==> src/hw/dxpp_pkg.sv <==
/*
  Shared constants and carrier types for the dual parallel port block.
  Assumes a single 250 MHz core clock and a synchronous active-high reset.
*/
package dxpp_pkg;

  // ----------------------------------------------------------------
  // widths and lanes
  // ----------------------------------------------------------------
  localparam int DXPP_DATA_W = 32;
  localparam int DXPP_CTRL_W = 8;
  localparam int DXPP_LANES = 4;
  localparam int DXPP_CLK_LANE = 1;
  localparam int DXPP_PORTS = 2;

  // ----------------------------------------------------------------
  // timing
  // ----------------------------------------------------------------
  localparam int DXPP_CORE_MHZ = 250;
  localparam int DXPP_RX_CLK_NS = 160;
  // half period of the generated receive clock in core cycles
  localparam int DXPP_RX_HALF_CYC = (DXPP_RX_CLK_NS * DXPP_CORE_MHZ) / 2000;
  localparam logic [7:0] DXPP_RX_HALF_LAST = 8'(DXPP_RX_HALF_CYC - 1);

  localparam logic [3:0] DXPP_STATIC_CLKS = 4'h0;
  localparam logic [3:0] DXPP_UPPER_CTRL = 4'h0;
  localparam logic [DXPP_DATA_W-1:0] DXPP_IDLE_DATA = 32'h07070707;
  localparam logic [3:0] DXPP_IDLE_CTRL = 4'hf;

  // one lane-aligned word with its per-lane control bits
  typedef struct packed {
    logic [DXPP_LANES-1:0] ctrl;
    logic [DXPP_DATA_W-1:0] data;
  } dxpp_word_t;

endpackage

==> src/hw/dxpp_port.sv <==
/*
  One parallel port: transmit capture on the lane-1 clock and receive
  launch with a generated lane-1 clock.
  Assumes pins are asynchronous to CORE_CLK and slow enough to sample.
*/
`timescale 1ns/10ps
module dxpp_port import dxpp_pkg::*; (
  input wire logic clk, // core clock
  input wire logic srst, // sync reset, high
  input wire logic [3:0] tx_clks, // transmit clock pins
  input wire logic [DXPP_DATA_W-1:0] tx_data, // transmit data pins
  input wire logic [DXPP_CTRL_W-1:0] tx_ctrl, // transmit control pins
  output dxpp_word_t tx_word, // captured word
  output logic tx_valid, // one-cycle pulse per capture
  input dxpp_word_t rx_word, // word to send
  output logic rx_taken, // pulse when rx_word is launched
  output logic [3:0] rx_clks, // receive clock pins
  output logic [DXPP_DATA_W-1:0] rx_data, // receive data pins
  output logic [DXPP_CTRL_W-1:0] rx_ctrl // receive control pins
);

  // ----------------------------------------------------------------
  // transmit capture
  // ----------------------------------------------------------------
  dxpp_word_t meta_w, sync_w, next_tx_word;
  logic meta_c, sync_c, prev_c, next_tx_valid;
  dxpp_word_t pin_w;
  assign pin_w = '{ctrl: tx_ctrl[DXPP_LANES-1:0], data: tx_data};

  always_comb begin
    next_tx_word = tx_word;
    next_tx_valid = 1'b0;
    if (sync_c && !prev_c) begin
      next_tx_word = sync_w;
      next_tx_valid = 1'b1;
    end
  end

  // data synchronised alongside clock; far side holds it around the edge
  always_ff @(posedge clk) begin
    meta_w <= pin_w;
    sync_w <= meta_w;
    meta_c <= tx_clks[DXPP_CLK_LANE];
    sync_c <= meta_c;
    if (srst) begin
      // follow the pin level so a clock already high is not seen as an edge
      prev_c <= sync_c;
      tx_word <= '0;
      tx_valid <= 1'b0;
    end else begin
      prev_c <= sync_c;
      tx_word <= next_tx_word;
      tx_valid <= next_tx_valid;
    end
  end

  // ----------------------------------------------------------------
  // receive launch
  // ----------------------------------------------------------------
  logic [7:0] cnt, next_cnt;
  logic rclk, next_rclk, next_taken;
  logic [DXPP_DATA_W-1:0] next_rx_data;
  logic [DXPP_LANES-1:0] rx_lane_ctrl, next_rx_lane_ctrl;

  always_comb begin
    next_cnt = cnt + 8'h01;
    next_rclk = rclk;
    next_taken = 1'b0;
    next_rx_data = rx_data;
    next_rx_lane_ctrl = rx_lane_ctrl;
    if (cnt == DXPP_RX_HALF_LAST) begin
      next_cnt = 8'h00;
      next_rclk = !rclk;
      if (rclk) begin
        next_rx_data = rx_word.data;
        next_rx_lane_ctrl = rx_word.ctrl;
        next_taken = 1'b1;
      end
    end
  end

  always_ff @(posedge clk) begin
    if (srst) begin
      cnt <= 8'h00;
      rclk <= 1'b0;
      rx_taken <= 1'b0;
      rx_data <= DXPP_IDLE_DATA;
      rx_lane_ctrl <= DXPP_IDLE_CTRL;
    end else begin
      cnt <= next_cnt;
      rclk <= next_rclk;
      rx_taken <= next_taken;
      rx_data <= next_rx_data;
      rx_lane_ctrl <= next_rx_lane_ctrl;
    end
  end

  assign rx_clks = {DXPP_STATIC_CLKS[3:2], rclk, DXPP_STATIC_CLKS[0]};
  assign rx_ctrl = {DXPP_UPPER_CTRL, rx_lane_ctrl};

endmodule

==> src/hw/dxpp_top.sv <==
/*
  Dual parallel port top: two independent ports between pins and core.
  Assumes core logic beyond this block consumes and supplies words.
*/
`timescale 1ns/10ps
module dxpp_top import dxpp_pkg::*; (
  input wire logic CORE_CLK, // core clock
  input wire logic SRST, // sync reset, high
  input wire logic [3:0] PORT0_TRANSMIT_CLOCKS, // port 0 tx clocks
  input wire logic [31:0] PORT0_TRANSMIT_DATA, // port 0 tx data
  input wire logic [7:0] PORT0_TRANSMIT_CONTROL, // port 0 tx control
  input wire logic [3:0] PORT1_TRANSMIT_CLOCKS, // port 1 tx clocks
  input wire logic [31:0] PORT1_TRANSMIT_DATA, // port 1 tx data
  input wire logic [7:0] PORT1_TRANSMIT_CONTROL, // port 1 tx control
  output dxpp_word_t [1:0] TX_WORD, // captured words per port
  output logic [1:0] TX_VALID, // capture pulses
  input dxpp_word_t [1:0] RX_WORD, // words to send per port
  output logic [1:0] RX_TAKEN, // launch pulses
  output logic [3:0] PORT0_RECEIVE_CLOCKS, // port 0 rx clocks
  output logic [31:0] PORT0_RECEIVE_DATA, // port 0 rx data
  output logic [7:0] PORT0_RECEIVE_CONTROL, // port 0 rx control
  output logic [3:0] PORT1_RECEIVE_CLOCKS, // port 1 rx clocks
  output logic [31:0] PORT1_RECEIVE_DATA, // port 1 rx data
  output logic [7:0] PORT1_RECEIVE_CONTROL // port 1 rx control
);

  // ----------------------------------------------------------------
  // ports
  // ----------------------------------------------------------------
  // 32-bit transmit buses
  dxpp_port u_port0 (
    .clk(CORE_CLK), .srst(SRST),
    .tx_clks(PORT0_TRANSMIT_CLOCKS), .tx_data(PORT0_TRANSMIT_DATA),
    .tx_ctrl(PORT0_TRANSMIT_CONTROL), .tx_word(TX_WORD[0]), .tx_valid(TX_VALID[0]),
    .rx_word(RX_WORD[0]), .rx_taken(RX_TAKEN[0]), .rx_clks(PORT0_RECEIVE_CLOCKS),
    .rx_data(PORT0_RECEIVE_DATA), .rx_ctrl(PORT0_RECEIVE_CONTROL)
  );

  dxpp_port u_port1 (
    .clk(CORE_CLK), .srst(SRST),
    .tx_clks(PORT1_TRANSMIT_CLOCKS), .tx_data(PORT1_TRANSMIT_DATA),
    .tx_ctrl(PORT1_TRANSMIT_CONTROL), .tx_word(TX_WORD[1]), .tx_valid(TX_VALID[1]),
    .rx_word(RX_WORD[1]), .rx_taken(RX_TAKEN[1]), .rx_clks(PORT1_RECEIVE_CLOCKS),
    .rx_data(PORT1_RECEIVE_DATA), .rx_ctrl(PORT1_RECEIVE_CONTROL)
  );

endmodule

==> config.mk <==
export PLATFORM = sky130hd
export DESIGN_NAME = dxpp_top
export DESIGN_NICKNAME = d
export VERILOG_FILES = /design/src/hw/dxpp_pkg.sv /design/src/hw/dxpp_port.sv /design/src/hw/dxpp_top.sv
export SDC_FILE = /design/constraint.sdc
export NUM_CORES = 1
export LEC_CHECK = 0
export BUFFER_PORTS_ARGS = -buffer_cell sky130_fd_sc_hd__buf_2
export CELL_PAD_IN_SITES_DETAIL_PLACEMENT = 0
export CELL_PAD_IN_SITES_GLOBAL_PLACEMENT = 1
export CORE_AREA = 2 2 163 165
export CTS_CLUSTER_DIAMETER = 50
export CTS_CLUSTER_SIZE = 12
export DETAILED_ROUTE_END_ITERATION = 12
export DIE_AREA = 0 0 165 167
export PLACE_DENSITY = 0.81
export SYNTH_ARGS = -nofsm -noshare
export SYNTH_HDL_FRONTEND = slang
export SYNTH_SLANG_ARGS = --single-unit
==> constraint.sdc <==
create_clock -name CORE_CLK -period 2.2 [get_ports CORE_CLK]
set_clock_uncertainty 0.15 [all_clocks]
set_input_delay 0 -clock CORE_CLK [delete_from_list [all_inputs] [get_ports CORE_CLK]]
set_output_delay 0 -clock CORE_CLK [all_outputs]
set_load 0.005 [all_outputs]
Yosys cells after proc, flatten, opt, wreduce, memory -nomap -nowiden:

Index checks and enable logic that the tools add are counted.

* register bits: 316
* bits of input ports: 162
* word-level logic and storage cells: 52

* add/subtract/negate cells: 2
* equality and inequality tests: 2
* multiplexer cells: 4
* bitwise logic cells: 2
* reduce and logical (&&, ||, !) cells: 12

Operators by type and width (count)
* adder 8 x 1 -> 8 bit, second input constant: 2
* equality test 8 x 5 -> 1 bit, second input constant: 2
* OR reduction 2 bit: 4
* zero test 1 bit: 4
* 2-to-1 mux 1 bit: 4
* AND reduction 2 bit: 2
* logical AND 1 bit: 2
* NOT 1 bit: 2

Depth between registers and ports, before layout:

Gate-level depths: netlist of the first run.

* word-level depth: 3
* mapped depth: 7

Modules after synthesis:

A second synthesis of the first run with hierarchy kept.

* cell total of the unflattened synthesis: 900
* area total of the unflattened synthesis: 9414.0 um^2

By module, submodules not included
* dxpp_port: instances 2, cells an instance 450, area each 4707.0 um^2

Worst setup path after synthesis of the first run:

OpenSTA, ideal clock, no wires.

* path kind: register -> register
* start point: register u_port1.cnt[0]
* end point: register u_port1.rx_data[16]
* setup time: 0.120 ns
* data arrival time: 1.593 ns
* data required time: 1.930 ns
* path slack: 0.337 ns
* cell stages (with the launch flop): 7
* cell sequence: dfxtp_1 > ha_1 > nor4bb_1 > buf_2 > nand2_1 > clkbuf_1 > a211o_1

* longest elaborated chain between the ends: 2

Ends and longest elaborated chain
* start: declaration: line dxpp_port.sv:60 `logic [7:0] cnt, next_cnt;`
* start signal: assignment: line dxpp_port.sv:90 `cnt <= next_cnt;`
* equality test 8 x 5 -> 1 bit: line dxpp_port.sv:71 `if (cnt == DXPP_RX_HALF_LAST) begin`
* AND reduction 2 bit (no source line)
* end signal: assignment: line dxpp_port.sv:93 `rx_data <= next_rx_data;`
* end: declaration: line dxpp_port.sv:18 `output logic [DXPP_DATA_W-1:0] rx_data,`

No other way between the ends.
A chain may end at the register's enable or synchronous reset.

Worst setup path after layout of the first run:

* start point: register u_port0.cnt[7]
* end point: register u_port0.rx_data[0]

* longest elaborated chain between the ends: 2

Ends and longest elaborated chain (line)
* start: declaration: dxpp_port.sv:60
* start signal: assignment: dxpp_port.sv:90
* equality test 8 x 5 -> 1 bit: dxpp_port.sv:71
* AND reduction 2 bit (no source line)
* end signal: assignment: dxpp_port.sv:93
* end: declaration: dxpp_port.sv:18

No other way between the ends.

==> impl_results.md, run 1 <==
* Status: finished, final reports clean
* Nets@finish at 1,577
* Post-Synth Adder-Cell Area at 0.00265
* Synth top area cells: dfxtp_1, nand2_1, a21oi_1
* FF-to-FF setup slack at 0.18 ns
* Yosys top cell area share at 0.669
* Post-synthesis compound-gate area fraction at 0.0896
* Setup Buffers After CTS at 0
* Clock latency on the worst-skew pair at 0.50 ns
* Gate power share at 0.071
* Final wirelength at 25.2 mm
* CTS sink cnt at 316
* Min cycle time layout at 2.02 ns
* Pin count of the biggest net entering global routing at 112
* H-tree Lvls at 2
* Syn avg cell area at 10.6 um^2
* Final WS setup at 0.185 ns
* DRC viols at 0
* Clock tree root driver cell: clkbuf_16
* Pleak at 6.26 nW
* Initial core utilization at 0.367
* CP Class: reg -> reg
* Number of global-route vias before repair at 8,023
* Total grt overflow at 0
* Largest family of logic cells by synthesized area: simple AND/OR/NAND/NOR gates
* Setup-failing EPs final at 0
* Via count at 8,021
* Critical Path Fanout Max at 37
* Reg2Reg Launch Point: u_port0.cnt[7]$_SDFF_PP0_
* Number of DRC markers in iteration 0 at 356
* ANT cells at 0
* Startpoint types: flip-flop
* VDD IR-drop max at 0.784 mV
* I/O Pins at 326
* Final Hold Viols at 0
* DIE HEIGHT at 167 um
* Overall Global Routing Usage at 0.171
* Die area at 27,600 um^2
* Number of distinct library cells after synthesis at 42
* Worst-Margin Slew at 0.743 ns
* Seq cells post-synth at 316
* RSZ-0062 raised after global routing: false
* Placement Setup Slack at 0.207 ns
* DRT Pass-1 Iters at 5
* Total negative setup slack at 0 ns
* Initial antenna violation count at 0
* Maximum clock insertion buffer count at 3
* Net Sw Power at 2.64 mW
* Clock network power share at 0.433
* ANT nets after route at 0
* Crit path from: u_port0.cnt[7]$_SDFF_PP0_
* Worst-path clk slew at 0.06 ns
* Drt via density at 4.55
* Die width at 165 um
* FF-to-FF End: u_port0.rx_data[0]$_SDFFE_PP1P_
* Final Max Slew Viols at 0
* Sequential cell area fraction in the yosys report at 0.669
* Share of layout cells above drive strength 1 at 0.261
* Final HPWL DP at 13.8 mm
* Prevailing post-synth register cell: dfxtp_1
* Tcrit/Tclk final at 0.916
* CTS tree: done
* HP Class: in -> reg
* Fmax achieved at 0.496 GHz
* IO buf count at 297
* Worst Path Arrival at 2.28 ns
* Sequential Power Share at 0.497
* First-pass GRT wire length at 38.4 mm
* Pint at 9.49 mW
* Syn Inst Count at 892
* Simple-Gate Fraction of Synth Area at 0.150
* Reg2Reg Depth at 4
* Multiplexer share of the synthesized area at 0.0393
* Xor and xnor area share after synthesis at 0.00185
* Pwr dens at 836 nW/um^2
* Crit path to: u_port0.rx_data[0]$_SDFFE_PP1P_
* Worst Setup End Kind: flip-flop
* Layout area overhead at 53.5%
* EDFF count, synth at 0
* Mapped cell area at 9460 um^2
* DR WL/cell at 14.3 um
* WP data required at 2.47 ns
* Core ar. at 25,800 um^2
* Asr flop ratio synth at 0
* Max-cap violations at 0
* Routability congestion estimate at 0.759
* Cell taking the most area after synthesis: dfxtp_1
* Slew margin rel. at 0.505
* Yosys warns at 0
* # rows at 59
* Number of CTS-inserted buffers at 35
* Switching Share at 0.218
## state kept, by name, indices dropped and copies added (netlist names), 4 cells and up
signal / count
u_port0.meta_w: 36
u_port0.rx_data: 32
u_port1.tx_word: 36
u_port0.sync_w: 36
u_port1.rx_data: 32
u_port1.cnt: 8
u_port1.rx_lane_ctrl: 4
u_port0.rx_lane_ctrl: 4
u_port1.sync_w: 36
u_port0.tx_word: 36
u_port0.cnt: 8
u_port1.meta_w: 36
## cells in the mapped netlist (all sizes together) (3+ instances only)
library cell	count
and3	16
or3	5
or4	3
nor2b	5
nand2	152
a211o	17
dfxtp	316
inv	3
nand2b	43
mux2i	36
a21oi	102
o21ai	27
nand3	25
buf	33
nor2	41
clkbuf	44
## routing by layer
metal / up-vias / part of all wire / track usage
met5: - / 0 / 0
met4: 0 / 0.039 / 0.0809
met3: 74 / 0.073 / 0.0491
met2: 276 / 0.50 / 0.309
met1: 3727 / 0.39 / 0.181
li1: 3944 / - / -
## how the worst min path moves through the flow
| stage | from | end | slack, ns | cells after the start |
|---|---|---|---|---|
| final | PORT0_TRANSMIT_DATA[19] | u_port0.meta_w[19]$_DFF_P_ | 0.02 | 2 |
| after global routing | PORT0_TRANSMIT_CLOCKS[1] | u_port0.meta_c$_DFF_P_ | 0.006 | 2 |
| after CTS | PORT0_TRANSMIT_DATA[17] | u_port0.meta_w[17]$_DFF_P_ | 0.001 | 2 |
| after detailed placement | PORT1_TRANSMIT_DATA[30] | u_port1.meta_w[30]$_DFF_P_ | -0.05 | 1 |
| after global placement | PORT1_TRANSMIT_DATA[17] | u_port1.meta_w[17]$_DFF_P_ | -0.05 | 1 |
| after floorplan | PORT0_TRANSMIT_CLOCKS[1] | u_port0.meta_c$_DFF_P_ | -0.12 | 0 |
## power by group through the flow
stage               Combinational, mW  Clock [mW]  Sequential [mW]
global placement                0.506           0             6.14
detailed placement              0.514           0             6.14
finish                          0.855        5.25             6.03
floorplan                       0.258           0             6.14
CTS                             0.830        5.37             6.02
global route                    0.929        5.61             6.05
## per-stage QoR
stage | power [mW] | area, um^2 | utilization | instances | hold slack (ns)
floorplan | 6.39 | 9510 | - | 905 | -0.122
global placement | 6.64 | 11200 | 0.434 | 1479 | -0.0478
detailed placement | 6.66 | 11200 | 0.434 | 1479 | -0.0464
CTS | 12.2 | 14500 | 0.562 | 1758 | 0.00133
global route | 12.6 | 14500 | 0.563 | 1761 | 0.00557
finish | 12.1 | 14500 | 0.563 | 1761 | 0.0176
## timing repair
item                                   in CTS  in global routing
resized for setup                           0                  0
hold buffers                              229                  3
endpoints found under the hold margin     164                  3
## worst max-delay path, cell delays in order (launching register included)
cell and delay (ns):
dfxtp_1 0.32, or4_4 0.58, nor4b_4 0.32, buf_12 0.31, mux2i_1 0.25
## layout make-up
class / instances / area, um^2
sequential: 316 / 6330
multi-input combinational: 509 / 2760
tap: 335 / 419
timing repair buffer: 548 / 3980
fill: 2140 / 11300
clock buffer: 42 / 942
clock inverter: 8 / 67.6
inverter: 3 / 11.3
## logic make-up after synthesis
family                     count (synthesis)
and+or+nand+nor                          301
muxes                                     37
buffers and inverters                     80
xor gates and xnor gates                   2
DFF                                      316
adders and majority gates                  2
other                                      1
AOI/OAI and AO/OA                        153
## cell usage in the layout, fill, tap and decap left out, types with 2 or more instances in the layout
master	count
conb_1	14
buf_12	2
nor2b_1	3
buf_4	17
nor2b_2	2
and3_1	16
or4_1	2
nand2_1	152
nand2b_1	43
nor2_1	41
a211o_1	17
nand3_1	25
clkbuf_1	3
dfxtp_1	316
or3_1	5
xor2_1	2
buf_2	296
ha_1	2
nor3_1	2
clkbuf_8	4
o21ai_1	10
o31ai_1	2
dlygate4sd3_1	232
clkbuf_16	35
inv_6	5
inv_1	3
a21oi_1	102
nor4b_4	2
o21ai_0	17
mux2i_1	36
Note: power is estimated with default switching activity, not from simulation.
==> inputs of run 2 (changes only) <==
- SYNTH_HIERARCHICAL: not set -> 1
==> run 2 against run 1 <==
Compared with the run above: final cell count rose by 0.17%; utilization fell by 0.47 points; register-to-register slack improved by 0.08 ns; synthesized area fell by 0.45%; clock-buffer cell count fell by 2; wire length fell by 9.9%; highest routed layer unchanged.
==> impl_results.md, run 2 <==
* Status: finished, final reports clean
* Sequential cell area fraction in the yosys report at 0.672 (+0.00302)
* Core ar. at 25,800 um^2 (unchanged)
* Min cycle time layout at 1.93 ns (-0.0847 ns)
* Pwr dens at 849 nW/um^2 (+1.5%)
* Final wirelength at 22.7 mm (-9.9%)
* Setup-failing EPs final at 0 (unchanged)
* Layout area overhead at 52.9%
* DRT met1 WL at 9.23 mm (-5.3%)
* CP Class: reg -> reg
* Drt via density at 4.35 (-4.6%)
* Switching Share at 0.208 (-0.00950)
* Yosys warns at 6 (+6)
* Die area at 27,600 um^2 (unchanged)
* Worst Path Arrival at 2.19 ns (-0.09 ns)
* # rows at 59 (unchanged)
* First-pass GRT wire length at 35.6 mm (-7.3%)
* Prevailing post-synth register cell: dfxtp_1
* Top Layer Used: met4
* Tcrit/Tclk final at 0.878 (-0.0385)
* Maximum clock insertion buffer count at 3 (unchanged)
* Clock latency on the worst-skew pair at 0.50 ns (about the same)
* Number of CTS-inserted buffers at 35 (unchanged)
* Gate power share at 0.065 (-0.006)
* Pint at 9.67 mW (+1.9%)
* Pin count of the biggest net entering global routing at 86 (-23%)
* Asr flop ratio synth at 0 (unchanged)
* Initial core utilization at 0.365 (-0.00165)
* Fillers at 2,162 (+1.0%)
* Synth top area cells: dfxtp_1, nand2_1, mux2i_1
* HP Class: in -> reg
* Synth cell count leaders: dfxtp_1, nand2_1, a21oi_1
* Die width at 165 um (unchanged)
* CTS tree: done
* Layout Cell Area excl Fill at 14,400 um^2 (-0.84%)
* DRC viols at 0 (unchanged)
* Nets@finish at 1,582 (+0.32%)
* ANT cells at 0 (unchanged)
* Syn avg cell area at 10.5 um^2 (-1.3%)
* Post-cts gate resize count at 0 (unchanged)
* Routability congestion estimate at 0.735 (-3.2%)
* Overall Global Routing Usage at 0.157 (-0.0139)
* Mapped cell area at 9410 um^2 (-0.45%)
* Min Hold Slack at 0.00756 ns (-0.0100 ns)
* VDD IR-drop max at 0.637 mV (-19%)
* DR WL/cell at 12.9 um (-10%)
* I/O Pins at 326 (unchanged)
* Pleak at 6.18 nW (-1.2%)
* Via count at 7,666 (-4.4%)
* Commonest non-fill, non-tap cell in the layout: dfxtp_1
* Final Hold Viols at 0 (unchanged)
* Initial antenna violation count at 0 (unchanged)
* Slew margin rel. at 0.664 (+0.160)
* IO buf count at 297 (unchanged)
* DIE HEIGHT at 167 um (unchanged)
* DRT Pass-1 Iters at 4 (-1)
* Clock tree root driver cell: clkbuf_16
* Startpoint types: flip-flop
* Number of DRC markers in iteration 0 at 348 (-2.2%)
* Final Max Slew Viols at 0 (unchanged)
* Met2 routed WL at 11.1 mm (-12%)
* Share of layout cells above drive strength 1 at 0.260 (-0.00125)
* Worst-path clk slew at 0.06 ns (about the same)
* Yosys top cell area share at 0.672 (+0.00302)
* Worst-Margin Slew at 0.499 ns (-0.245 ns)
* Net Sw Power at 2.54 mW (-3.7%)
* Met3 WL post-DR at 1.77 mm (-4.1%)
* DP Area at 11,100 um^2 (-0.39%)
* Final HPWL DP at 13.1 mm (-5.3%)
* Count leader, synth: dfxtp_1
* Number of distinct library cells after synthesis at 28 (-33%)
* Fmax achieved at 0.518 GHz (+4.4%)
* Number of global-route vias before repair at 7,583 (-5.5%)
* Max-cap violations at 0 (unchanged)
* Clock network power share at 0.443 (+0.010)
* Cell taking the most area after synthesis: dfxtp_1
* Syn Inst Count at 900 (+0.90%)
* Worst Setup End Kind: flip-flop
* Total negative setup slack at 0 ns (unchanged)
* WP data required at 2.46 ns (about the same)
* Total grt overflow at 0 (unchanged)
* Critical Path Fanout Max at 15 (-59%)
* EDFF count, synth at 0 (unchanged)
* H-tree Lvls at 2 (unchanged)
* Sequential Power Share at 0.493 (-0.004)
* RSZ-0062 raised after global routing: false
* ANT nets after route at 0 (unchanged)
* CTS sink cnt at 316 (unchanged)
* Seq cells post-synth at 316 (unchanged)
* Most frequent cells in the layout: dfxtp_1, buf_2, nand2_1, dlygate4sd3_1, a21oi_1
## run 2: cell count changes after synthesis, moves of 20 or more
cell      change
nor2_1       +31
nand2_1      +80
mux2i_1      +38
nand2b_1     -41
a21oi_1      -20
nand3_1      -21
## run 2: critical path, cell delays in order, from the launching register on
cell and delay [ns]:
dfxtp_1 0.32, or4_4 0.58, nor3_4 0.23, buf_4 0.32
mux2i_1 0.24
## run 2: metrics by stage
step / power, mW / instances / setup slack [ns] / util
after global routing: 12.7 / 1764 / 0.154 / 0.559
after detailed placement: 6.62 / 1497 / 0.301 / 0.432
final: 12.2 / 1764 / 0.269 / 0.559
after floorplan: 6.36 / 912 / 0.460 / -
after CTS: 12.4 / 1762 / 0.242 / 0.558
after global placement: 6.60 / 1497 / 0.331 / 0.432
## run 2: what timing repair did
action                                 CTS  global route
hold buffers                           217             2
buffers inserted                         0             0
endpoints found under the hold margin  192             2
## run 2: layout make-up
class	count	area, um^2	share of cell area
inverter	8	30.0	0.00209
clock inverter	8	128	0.00887
clock buffer	40	935	0.0649
timing repair buffer	533	3850	0.267
multi-input combinational	524	2710	0.188
sequential	316	6330	0.440
tap	335	419	0.0291
## run 2: worst paths after layout
| check | start | cells after the start | slack, ns | endpoint |
|---|---|---|---|---|
| setup / recovery | u_port1/cnt[7]$_SDFF_PP0_ | 4 | 0.27 | u_port1/rx_data[5]$_SDFFE_PP0P_ |
| hold reg to reg | u_port0/meta_w[11]$_DFF_P_ | 0 | 0.17 | u_port0/sync_w[11]$_DFF_P_ |
| hold / removal | PORT0_TRANSMIT_CLOCKS[1] | 2 | 0.008 | u_port0/meta_c$_DFF_P_ |
| setup reg to reg | u_port1/cnt[7]$_SDFF_PP0_ | 4 | 0.27 | u_port1/rx_data[5]$_SDFFE_PP0P_ |
## run 2: cells by family after synthesis
group                      count (synthesis)  synth area share
adders and majority gates                  2           0.00266
muxes                                     74            0.0787
AOI/OAI and AO/OA                         98            0.0540
DFF                                      316             0.672
other                                      2          0.000798
and+or+nand+nor                          334             0.143
buffers and inverters                     72            0.0470
xor gates and xnor gates                   2           0.00186
## run 2: layer usage
layer,up-vias,track usage
li1,3903,-
met1,3458,0.173
met2,253,0.283
met3,52,0.0458
met4,0,0.0594
met5,-,0
## run 2: power by group through the flow
stage	Clock, mW	Combinational (mW)	Sequential, mW
floorplan	0	0.228	6.13
global placement	0	0.472	6.13
detailed placement	0	0.479	6.14
CTS	5.57	0.779	6.01
global route	5.82	0.874	6.03
finish	5.41	0.791	6.02
